**config.mk**
```make
export PLATFORM = sky130hd
export DESIGN_NAME = parallel_config_load_sequencer
export DESIGN_NICKNAME = d
export VERILOG_FILES = /design/src/hdl/pin_sync.v /design/src/hdl/parallel_config_load_sequencer.v
export VERILOG_INCLUDE_DIRS = /design/src /design/src/inc
export SDC_FILE = /design/constraint.sdc
export NUM_CORES = 1
export LEC_CHECK = 0
export BUFFER_PORTS_ARGS = -buffer_cell sky130_fd_sc_hd__buf_4
export CORE_MARGIN = 2
export CORE_UTILIZATION = 52
export DETAILED_ROUTE_END_ITERATION = 16
export PLACE_DENSITY = 0.75
export SYNTH_ARGS = -nofsm -noshare
export SYNTH_HDL_FRONTEND = slang
export SYNTH_SLANG_ARGS = --single-unit
```
**constraint.sdc**
```tcl
create_clock -name MCLK_IN -period 5.5 [get_ports MCLK_IN]
set_input_delay 0.825 -clock MCLK_IN [delete_from_list [all_inputs] [get_ports MCLK_IN]]
set_output_delay 0.825 -clock MCLK_IN [all_outputs]
set_load 0.05 [all_outputs]
```
**src/inc/config_load_consts.vh**
```
// Purpose: Timing constants for the parallel configuration load sequencer
// Assumes: System clock of 20 MHz (50 ns period)
// Notes: Counts are derived from the printed times at the system clock rate
`ifndef CONFIG_LOAD_CONSTS_VH
`define CONFIG_LOAD_CONSTS_VH

// ----------------------------------------------------------------------
// Clock
// ----------------------------------------------------------------------
`define SYS_CLK_NS 50

// ----------------------------------------------------------------------
// Printed times
// ----------------------------------------------------------------------
`define REQ_LOW_TO_LINES_LOW_NS 600
`define STATUS_LOW_MIN_US 268
`define STATUS_RELEASE_MAX_US 1506
`define INIT_MIN_US 175
`define INIT_MAX_US 437
`define USER_INIT_PERIODS 8576

// ----------------------------------------------------------------------
// Derived cycle counts (least times round up, longest round down)
// ----------------------------------------------------------------------
`define REQ_LOW_TO_LINES_LOW_CYC (`REQ_LOW_TO_LINES_LOW_NS / `SYS_CLK_NS)
`define STATUS_LOW_MIN_CYC ((`STATUS_LOW_MIN_US * 1000 + `SYS_CLK_NS - 1) / `SYS_CLK_NS)
`define STATUS_RELEASE_MAX_CYC ((`STATUS_RELEASE_MAX_US * 1000) / `SYS_CLK_NS)
`define INIT_MIN_CYC ((`INIT_MIN_US * 1000 + `SYS_CLK_NS - 1) / `SYS_CLK_NS)
`define INIT_MAX_CYC ((`INIT_MAX_US * 1000) / `SYS_CLK_NS)

// ----------------------------------------------------------------------
// Load defaults
// ----------------------------------------------------------------------
`define DEFAULT_WORD_WIDTH 32
`define DEFAULT_WORD_COUNT 16
`define DEFAULT_CLOCK_RATIO 1
`define COUNT_WIDTH 16

`endif

```
**src/hdl/pin_sync.v**
```verilog
// Purpose: Two flip-flop synchroniser for a group of pins
// Assumes: Inputs are asynchronous to clk_in
// Notes: The first stage feeds only the second stage
`timescale 1ns/1ns
module pin_sync #(
  parameter WIDTH = 1
) (
  // Clock and reset
  input wire clk_in,
  input wire rst_in,
  // Pins
  input wire [WIDTH-1:0] async_in,
  output wire [WIDTH-1:0] sync_out
);

  reg [WIDTH-1:0] stage1;
  reg [WIDTH-1:0] stage2;

  genvar i;
  generate
    for (i = 0; i < WIDTH; i = i + 1)
    begin : g_bit
      always @(posedge clk_in or posedge rst_in)
      begin
        if (rst_in)
        begin
          stage1[i] <= 1'b0;
          stage2[i] <= 1'b0;
        end
        else
        begin
          stage1[i] <= async_in[i];
          stage2[i] <= stage1[i];
        end
      end
    end
  endgenerate

  assign sync_out = stage2;

endmodule

```
**src/hdl/parallel_config_load_sequencer.v**
```verilog
// Purpose: Device-side sequencer for fast passive parallel configuration load
// Assumes: MCLK_IN at 20 MHz; all host pins asynchronous and synchronised here
// Notes: Status and completion lines are open drain; oe high pulls the line low
//
// Overview of operation
// - Within 600 ns of the request falling the completion line is pulled low.
// - Within 600 ns of the request falling the status line is pulled low.
// - The status line stays low at least 268 us after the request rises, released by 1506 us.
// - Once the request is high again the status line is released within 1506 us.
// - The host may stretch the status low phase; data waits until the line reads high.
// - Each data word is captured on a rising edge of the load clock.
// - With the internal clock, user mode follows completion by 175 us to 437 us.
// - With the user clock option, user mode follows 8576 user clock periods.
`timescale 1ns/1ns
`include "config_load_consts.vh"
module parallel_config_load_sequencer #(
  parameter WORD_WIDTH = `DEFAULT_WORD_WIDTH,
  parameter WORD_COUNT = `DEFAULT_WORD_COUNT,
  parameter CLOCK_RATIO = `DEFAULT_CLOCK_RATIO,
  parameter STATUS_LOW_MIN_CYC = `STATUS_LOW_MIN_CYC,
  parameter USER_INIT_PERIODS = `USER_INIT_PERIODS
) (
  // Clock and reset
  input wire MCLK_IN,
  input wire RESET_IN,
  // Host control pins
  input wire CONFIG_REQUEST_N_IN,
  input wire USER_INIT_SELECT_IN,
  // Status line, open drain
  input wire CONFIG_STATUS_N_IN,
  output wire CONFIG_STATUS_N_OUT,
  output wire CONFIG_STATUS_N_OE_OUT,
  // Completion line, open drain
  input wire CONFIG_DONE_IN,
  output wire CONFIG_DONE_OUT,
  output wire CONFIG_DONE_OE_OUT,
  // Load clock and data
  input wire CONFIG_LOAD_CLOCK_IN,
  input wire [WORD_WIDTH-1:0] CONFIG_DATA_IN,
  // Initialization clock
  input wire USER_INIT_CLOCK_IN,
  // Captured words and mode
  output wire [WORD_WIDTH-1:0] WORD_OUT,
  output wire WORD_VALID_OUT,
  output wire USER_MODE_OUT
);

  // --------------------------------------------------------------------
  // States and limits
  // --------------------------------------------------------------------
  localparam [2:0] ST_STATUS_LOW = 3'h0;
  localparam [2:0] ST_WAIT_RELEASE = 3'h1;
  localparam [2:0] ST_LOAD = 3'h2;
  localparam [2:0] ST_INIT = 3'h3;
  localparam [2:0] ST_USER = 3'h4;
  localparam CW = `COUNT_WIDTH;
  localparam integer STATUS_MIN_FULL = STATUS_LOW_MIN_CYC - 1;
  localparam integer INIT_CYC_FULL = `INIT_MIN_CYC - 1;
  localparam integer USER_CYC_FULL = USER_INIT_PERIODS - 1;
  localparam integer LAST_WORD_FULL = WORD_COUNT - 1;
  localparam integer LAST_PHASE_FULL = CLOCK_RATIO - 1;
  localparam [CW-1:0] STATUS_MIN = STATUS_MIN_FULL[CW-1:0];
  localparam [CW-1:0] INIT_CYC = INIT_CYC_FULL[CW-1:0];
  localparam [CW-1:0] USER_CYC = USER_CYC_FULL[CW-1:0];
  localparam [CW-1:0] LAST_WORD = LAST_WORD_FULL[CW-1:0];
  localparam [CW-1:0] LAST_PHASE = LAST_PHASE_FULL[CW-1:0];
  localparam SW = WORD_WIDTH + 6;

  // --------------------------------------------------------------------
  // Synchronisers
  // --------------------------------------------------------------------
  wire [SW-1:0] sync_bus;
  pin_sync #(
    .WIDTH(SW)
  ) u_sync (
    .clk_in(MCLK_IN),
    .rst_in(RESET_IN),
    .async_in({CONFIG_DATA_IN, CONFIG_DONE_IN, USER_INIT_SELECT_IN, USER_INIT_CLOCK_IN,
      CONFIG_LOAD_CLOCK_IN, CONFIG_STATUS_N_IN, CONFIG_REQUEST_N_IN}),
    .sync_out(sync_bus)
  );

  wire req_n = sync_bus[0];
  wire status_n = sync_bus[1];
  wire load_clk = sync_bus[2];
  wire user_clk = sync_bus[3];
  wire user_sel = sync_bus[4];
  wire [WORD_WIDTH-1:0] data = sync_bus[SW-1:6];

  // --------------------------------------------------------------------
  // Edge detection on sampled clocks
  // --------------------------------------------------------------------
  reg load_clk_prev;
  reg user_clk_prev;
  wire load_rise = load_clk & ~load_clk_prev;
  wire user_rise = user_clk & ~user_clk_prev;

  always @(posedge MCLK_IN or posedge RESET_IN)
  begin
    if (RESET_IN)
    begin
      load_clk_prev <= 1'b0;
      user_clk_prev <= 1'b0;
    end
    else
    begin
      load_clk_prev <= load_clk;
      user_clk_prev <= user_clk;
    end
  end

  // --------------------------------------------------------------------
  // Sequencer
  // --------------------------------------------------------------------
  reg [2:0] state;
  reg [CW-1:0] count;
  reg [CW-1:0] phase;
  reg [CW-1:0] word_index;
  reg status_oe;
  reg done_oe;
  reg line_level;
  reg user_mode;
  reg [WORD_WIDTH-1:0] word;
  reg word_valid;

  always @(posedge MCLK_IN or posedge RESET_IN)
  begin
    if (RESET_IN)
    begin
      state <= ST_STATUS_LOW;
      count <= {CW{1'b0}};
      phase <= {CW{1'b0}};
      word_index <= {CW{1'b0}};
      status_oe <= 1'b1;
      done_oe <= 1'b1;
      line_level <= 1'b0;
      user_mode <= 1'b0;
      word <= {WORD_WIDTH{1'b0}};
      word_valid <= 1'b0;
    end
    else
    begin
      word_valid <= 1'b0;
      line_level <= 1'b0;
      if (!req_n && state != ST_STATUS_LOW)
      begin
        // Restart: both lines pulled low a few cycles after the request falls
        state <= ST_STATUS_LOW;
        count <= {CW{1'b0}};
        status_oe <= 1'b1;
        done_oe <= 1'b1;
        user_mode <= 1'b0;
      end
      else
      begin
        case (state)
          ST_STATUS_LOW:
          begin
            status_oe <= 1'b1;
            done_oe <= 1'b1;
            phase <= {CW{1'b0}};
            word_index <= {CW{1'b0}};
            if (!req_n)
            begin
              count <= {CW{1'b0}};
            end
            else if (count >= STATUS_MIN)
            begin
              // Released once the least low time is met and the request is high
              status_oe <= 1'b0;
              state <= ST_WAIT_RELEASE;
            end
            else
            begin
              count <= count + 1'b1;
            end
          end
          ST_WAIT_RELEASE:
          begin
            // Host may still be holding the line low
            if (status_n)
            begin
              state <= ST_LOAD;
            end
          end
          ST_LOAD:
          begin
            if (!status_n)
            begin
              // Line pulled low mid-load is an error; restart the sequence
              state <= ST_STATUS_LOW;
              count <= {CW{1'b0}};
              status_oe <= 1'b1;
            end
            else if (load_rise)
            begin
              if (phase == LAST_PHASE)
              begin
                phase <= {CW{1'b0}};
              end
              else
              begin
                phase <= phase + 1'b1;
              end
              if (phase == {CW{1'b0}})
              begin
                word <= data;
                word_valid <= 1'b1;
                word_index <= word_index + 1'b1;
                if (word_index == LAST_WORD)
                begin
                  done_oe <= 1'b0;
                  count <= {CW{1'b0}};
                  state <= ST_INIT;
                end
              end
            end
          end
          ST_INIT:
          begin
            if (user_sel)
            begin
              if (user_rise)
              begin
                if (count == USER_CYC)
                begin
                  user_mode <= 1'b1;
                  state <= ST_USER;
                end
                else
                begin
                  count <= count + 1'b1;
                end
              end
            end
            else if (count == INIT_CYC)
            begin
              user_mode <= 1'b1;
              state <= ST_USER;
            end
            else
            begin
              count <= count + 1'b1;
            end
          end
          ST_USER:
          begin
            user_mode <= 1'b1;
          end
          default:
          begin
            state <= ST_STATUS_LOW;
          end
        endcase
      end
    end
  end

  // --------------------------------------------------------------------
  // Outputs
  // --------------------------------------------------------------------
  assign CONFIG_STATUS_N_OUT = line_level;
  assign CONFIG_STATUS_N_OE_OUT = status_oe;
  assign CONFIG_DONE_OUT = line_level;
  assign CONFIG_DONE_OE_OUT = done_oe;
  assign WORD_OUT = word;
  assign WORD_VALID_OUT = word_valid;
  assign USER_MODE_OUT = user_mode;

endmodule

```
==> summary.txt, run 1 <==
Grt total ovfl: 0
Root buffer cell: clkbuf_16
Post-Route WL: 12.0 mm
Final Hold Viols: 0
MaxCap Viol Count: 0
Hold_buf cts: 0
Crit path top cell by count: and3_1
Initial Util: 53.1%
Post-synth ARST share: 100%
Drt initial violations: 285
Deepest clock path buffer count: 2
Mux cell area share after synthesis: 5.98%
Cell count after synthesis: 512
Top cell type by total area after synthesis: dfrtp_1
Standard-cell rows: 40
Top_reg_cell synth: dfrtp_1
P_sw: 0.551 mW
Post-Synth Simple-Gate Area: 15.0%
Most frequent cells in the layout: dfrtp_1, buf_4, nand2_1, nor2_1, mux2_2
Worst Path Arrival: 3.11 ns
Area grow syn2layout: 19.0%
Skew-Pair Late Insertion Delay: 0.42 ns
Ant diodes: 0
Synth Area in Compound Gates: 8.39%
Register area share after synthesis: 63.9%
TritonCTS clock tree: yes
Pwr dens: 322 nW/um^2
CP peak stage delay: 0.82 ns
Fin cells: 747
Syn_area_per_cell: 12.5 um^2
CTS Buf Count: 17
Vias: 4215
Hold Path Depth: 0
Ranking of synthesized cells by area: dfrtp_1, mux2_2, nand2_1
IO buf count: 74
Final #Nets: 631
Reg-to-Reg End: WORD_OUT[7]$_DFFE_PP0P_
Total die area: 13200 um^2
Vias in the first global route: 4185
Sequential power share: 50.9%
Status: finished, final reports clean
R2r setup slk: 2.69 ns
Worst endpoint required time: 5.80 ns
Hold EP: u_sync.sync_out[19]$_DFF_PP0_
Leakage: 3.54 nW
Clock power frac: 46.6%
Min-delay worst type: reg2reg
Adder-Cell Fraction of Synth Area: 0.784%
Comb power frac: 2.5%
Synth Area in XOR/XNOR: 3.02%
Vias per inst: 5.64
Crit path max-delay cell type: nor3b_2
First-pass GRT wire length: 19.8 mm
Fmax: 356 MHz
GR Util All Layers: 19.2%
FF+latch count, synth: 163
First-pass detailed-route iteration total: 4
Largest family of logic cells by synthesized area: simple AND/OR/NAND/NOR gates
# resized after CTS: 0
DIE WIDTH: 115 um
Post-CTS setup buffer count: 0
Top-area cell type share of the netlist area: 63.1%
Post-Place Cells: 715
I/O pins: 78
Clk_skew: 0.0121 ns
Max-slew violation count: 0
Reg2Reg Depth: 5
Fillers: 944
DRC errors left: 0
Most common cell after layout, fill and taps aside: dfrtp_1
Startpoint types: flop
R2r startpoint: state[1]$_DFFE_PP0P_
Worst path cell trace: nor3b_2, and3_1, and3_1, buf_4, mux2_2
Internal: 1.89 mW
Setup TNS: 0 ns
Critical path type: reg2reg
Synthesized area: 6380 um^2
Setup crit end kind: flop
CTS clk-pin slew, worst paths: 0.07 ns
Post-route ant nets: 0
Post-DP HPWL: 7.95 mm
Largest net degree at the start of global routing: 117
Post-synth EDFFs: 0
CTS Sinks: 163
Die Y: 115 um
Final clock period utilization by the worst path: 51.1%
Critical path fanouts, max: 32
Max rail drop VDD: 0.181 mV
Gpl congestion: 0.845
Core ar.: 12000 um^2
Min-delay src: u_sync.stage1[19]$_DFF_PP0_
Worst-margin pin slew: 0.969 ns
Yosys warns: 0
Htree depth: 4
Fin crit period: 2.81 ns
Initial antenna violation count: 0
Total chip power: 2.44 mW
RSZ-0062 raised after global routing: false
Final setup vio count: 0
Sw Share: 22.6%
DR WL/cell: 16.0 um
Fraction of layout cells with a size suffix above 1: 26.2%
Yosys cell types: 55
Rel. slew slack: 35.4%
-- routing by layer --
layer / GRT usage (%) / up-vias / part of all wire, %
met1: 24.4 / 2116 / 42
li1: - / 1972 / -
met2: 32.0 / 109 / 52
met4: 7.79 / 0 / 1.6
met3: 4.80 / 18 / 4.4
met5: 0 / - / 0
-- area by class of cell --
class	instances	area [um^2]	share of cell area [%]
Sequential cell	163	4080	53.7
Timing Repair Buffer	77	578	7.61
Inverter	13	53.8	0.709
Tap cell	147	184	2.42
Clock buffer	18	429	5.65
Multi-Input combinational cell	315	2130	28.0
Clock inverter	14	141	1.86
-- cell usage after synthesis (2+ instances only) --
master / n
o211ai_1: 4
nor3b_1: 2
xor2_1: 8
and2_1: 3
mux2_2: 33
nor3_1: 11
nor2_1: 39
clkbuf_1: 7
a41oi_1: 3
dfrtp_1: 161
or3_1: 2
and4b_1: 3
and4_1: 8
a21oi_1: 15
inv_1: 13
nor4bb_1: 3
ha_1: 4
nand2b_1: 4
nor4_2: 3
nand4_1: 9
and3_1: 19
xnor2_1: 14
nor4_1: 8
a211o_1: 2
buf_6: 2
nand2_1: 39
and3b_1: 2
nor2b_1: 3
buf_2: 5
nand3_1: 14
a31oi_1: 18
o21ai_0: 21
dfstp_2: 2
buf_4: 7
-- power by group through the flow --
| stage | logic [mW] | registers, mW | clock network, mW |
|---|---|---|---|
| after floorplan | 0.0366 | 1.26 | 0 |
| after global placement | 0.0618 | 1.26 | 0 |
| after detailed placement | 0.0641 | 1.27 | 0 |
| after CTS | 0.0645 | 1.24 | 1.16 |
| after global routing | 0.0703 | 1.25 | 1.22 |
| final | 0.0622 | 1.24 | 1.14 |
-- worst max-delay path, delay by kind of cell (launching register included) --
kind / cells / cell delay, ns
buffers and inverters: 1 / 0.39
DFF: 1 / 0.56
muxes: 1 / 0.40
and+or+nand+nor: 3 / 1.32
-- through the flow --
step	setup slack [ns]	hold WS [ns]	cell area, um^2	utilization, %
2_1_floorplan	0.273	0.331	6390	-
3_3_place_gp	2.81	0.332	7020	58.5
3_5_place_dp	2.74	0.335	7020	58.5
4_1_cts	2.69	0.343	7590	63.2
5_1_grt	2.45	0.349	7590	63.2
6_report	2.69	0.340	7590	63.2
-- how the worst max path moves through the flow --
stage	start	to	slack, ns
detailed placement	state[1]$_DFFE_PP0P_	WORD_OUT[17]$_DFFE_PP0P_	2.74
CTS	state[1]$_DFFE_PP0P_	WORD_OUT[7]$_DFFE_PP0P_	2.69
finish	state[1]$_DFFE_PP0P_	WORD_OUT[7]$_DFFE_PP0P_	2.69
global placement	state[1]$_DFFE_PP0P_	WORD_OUT[0]$_DFFE_PP0P_	2.81
floorplan	RESET_IN	USER_MODE_OUT$_DFFE_PP0P_	0.27
global route	phase[0]$_DFFE_PP0P_	word_index[5]$_DFFE_PP0P_	2.45
-- flip-flops by register name, summed over array words and instances (netlist names) --
name and flops:
CONFIG_DONE_OE_OUT 1, CONFIG_STATUS_N_OE_OUT 1, USER_MODE_OUT 1, WORD_OUT 32
WORD_VALID_OUT 1, count 16, load_clk_prev 1, phase 16
state 3, u_sync.stage1 37, u_sync.sync_out 37, user_clk_prev 1
word_index 16
-- cells by family (layout without fill, tap and decap cells) --
family | after synthesis | count (layout)
AND/OR/NAND/NOR | 176 | 176
flip-flops | 163 | 163
AO/OA/AOI/OAI | 77 | 77
buffers and inverters | 35 | 122
multiplexers | 34 | 34
XOR/XNOR | 22 | 22
adder cells (fa/ha/maj) | 4 | 4
other | 1 | 2
No activity file was read; power rests on OpenSTA's default activity.
==> run 2: changes to the inputs <==
CORE_UTILIZATION = 55   (was 52)
PLACE_DENSITY = 0.76   (was 0.75)
clock period = 2.9 ns   (was 5.5 ns; I/O delays follow)
==> summary.txt, run 2 (same netlist as run 1, synthesis figures left out) <==
Fin cells: 748 (+0.13%)
First-pass detailed-route iteration total: 5 (+1)
Initial Util: 56.1% (+3.0 points)
Max-slew violation count: 0 (unchanged)
Gpl congestion: 0.862 (+2.0%)
Vias: 4202 (-0.31%)
Final instance area: 7740 um^2 (+1.9%)
Top delay family on crit path: compound AO/OA/AOI/OAI gates
Critical path fanouts, max: 9 (-72%)
CTS Buf Count: 17 (unchanged)
Ant diodes: 0 (unchanged)
Largest net degree at the start of global routing: 59 (-50%)
CTS clk-pin slew, worst paths: 0.06 ns (about the same)
Rel. slew slack: 37.8% (+2.4 points)
Final Hold Viols: 0 (unchanged)
Standard-cell rows: 39 (-2.5%)
Startpoint types: flop
Post-Place Cells: 716 (+0.14%)
Post-route ant nets: 0 (unchanged)
DIE WIDTH: 112 um (-2.7%)
Post-CTS setup buffer count: 0 (unchanged)
Critical path type: reg2reg
Setup crit end kind: flop
Drt initial violations: 278 (-2.5%)
Status: finished, final reports clean
DRC errors left: 0 (unchanged)
R2r setup slk: 0.40 ns (-2.29 ns)
Grt total ovfl: 0 (unchanged)
Pre-CTS setup slack: 0.452 ns (-2.29 ns)
Htree depth: 4 (unchanged)
Leakage: 3.61 nW (+1.9%)
Post-Route WL: 12.2 mm (+1.9%)
Worst path cell trace: ha_1, and3_1, nand4_1, a21oi_1, a211o_1, a221oi_4, buf_4, mux2i_1
Die Y: 112 um (-2.7%)
Most frequent cells in the layout: dfrtp_1, buf_4, nand2_1, nor2_1, mux2_2
Setup TNS: 0 ns (unchanged)
Min-delay worst type: in2reg
Stages on worst setup path: 8 (+3)
CP peak stage delay: 0.51 ns (-0.31 ns)
I/O pins: 78 (unchanged)
Worst setup margin: 0.397 ns (-2.29 ns)
Fillers: 788 (-17%)
GR Util met2: 33.5% (+1.4 points)
Deepest clock path buffer count: 2 (unchanged)
Pwr dens: 639 nW/um^2 (+99%)
IO buf count: 74 (unchanged)
Clk_skew: 0.00713 ns (-0.00498 ns)
Total chip power: 4.94 mW (+100%)
Final #Nets: 636 (+0.79%)
GR Util All Layers: 21.1% (+1.8 points)
Area grow syn2layout: 21.2%
R2r startpoint: count[0]$_DFFE_PP0P_
RSZ-0062 raised after global routing: false
Vias per inst: 5.62 (-0.44%)
Post-DP Area: 7080 um^2 (+0.80%)
Finished Core Util: 68.1% (+4.8 points)
Reg-to-Reg End: count[1]$_DFFE_PP0P_
Reg2Reg Depth: 8 (+3)
Worst endpoint required time: 3.24 ns (-2.56 ns)
GR Util met1: 28.1% (+3.7 points)
Initial antenna violation count: 0 (unchanged)
Final clock period utilization by the worst path: 86.3% (+35 points)
Fmax: 399 MHz (+12%)
TritonCTS clock tree: yes
Global routing's busiest layer: met2
Worst Path Arrival: 2.85 ns (-0.26 ns)
DR WL/cell: 16.3 um (+1.7%)
Fraction of layout cells with a size suffix above 1: 26.6% (+0.44 points)
Met3 Resource Use GR: 6.37% (+1.6 points)
Most common cell after layout, fill and taps aside: dfrtp_1
Worst-margin pin slew: 0.926 ns (-0.0426 ns)
CTS Sinks: 163 (unchanged)
Core ar.: 11400 um^2 (-5.3%)
Post-DP HPWL: 8.03 mm (+1.1%)
Skew-Pair Late Insertion Delay: 0.42 ns (about the same)
Worst setup path endpoint: count[1]$_DFFE_PP0P_
Root buffer cell: clkbuf_16
Final setup vio count: 0 (unchanged)
WP buf/inv: 1 (unchanged)
Hold_buf cts: 0 (unchanged)
Total die area: 12500 um^2 (-5.3%)
Vias in the first global route: 4246 (+1.5%)
Max rail drop VDD: 0.839 mV (+360%)
Hold Slack: 0.119 ns (-0.221 ns)
First-pass GRT wire length: 20.7 mm (+4.8%)
Crit path max-delay cell type: a221oi_4
MaxCap Viol Count: 0 (unchanged)
# resized after CTS: 0 (unchanged)
CP Launch Point: count[0]$_DFFE_PP0P_
Fin crit period: 2.50 ns (-0.308 ns)
## run 2: cell types whose count changed in the layout (fill, tap and decap cells not counted), sizes merged
cell and change:
clkbuf +3, inv -7, buf +5, bufinv +4
## run 2: how the worst min path moves through the flow
stage                                start                             to  slack (ns)  cells past startpoint
2_1_floorplan   u_sync.stage1[0]$_DFF_PP0_   u_sync.sync_out[0]$_DFF_PP0_        0.33                      0
3_3_place_gp   u_sync.stage1[33]$_DFF_PP0_  u_sync.sync_out[33]$_DFF_PP0_        0.33                      0
3_5_place_dp   u_sync.stage1[33]$_DFF_PP0_  u_sync.sync_out[33]$_DFF_PP0_        0.33                      0
4_1_cts                  CONFIG_DATA_IN[8]    u_sync.stage1[14]$_DFF_PP0_        0.10                      1
5_1_grt                 CONFIG_DATA_IN[10]    u_sync.stage1[16]$_DFF_PP0_        0.09                      1
6_report                CONFIG_DATA_IN[16]    u_sync.stage1[22]$_DFF_PP0_        0.12                      1
## run 2: where the power goes
group / internal [mW] / switching (mW) / leakage, nW / total, mW
Sequential: 2.33 / 0.0255 / 2.09 / 2.36
Clock: 1.58 / 0.877 / 0.318 / 2.46
Combinational: 0.0507 / 0.0740 / 1.20 / 0.125
Total: 3.97 / 0.977 / 3.61 / 4.94
## run 2: layer usage
layer,wire length [um],share of wire (%),vias up
met2,6110,50,120
met5,0,0,-
met3,567,4.6,13
li1,-,-,1982
met4,139,1.1,0
met1,5390,44,2087
## run 2: cell type report
cell class | instances | area (um^2) | area share (%)
tap | 143 | 179 | 2.31
inverter | 13 | 52.6 | 0.679
timing repair buffer | 82 | 641 | 8.28
clock buffer | 21 | 460 | 5.95
clock inverter | 11 | 198 | 2.55
sequential | 163 | 4080 | 52.7
multi-input combinational | 315 | 2130 | 27.5
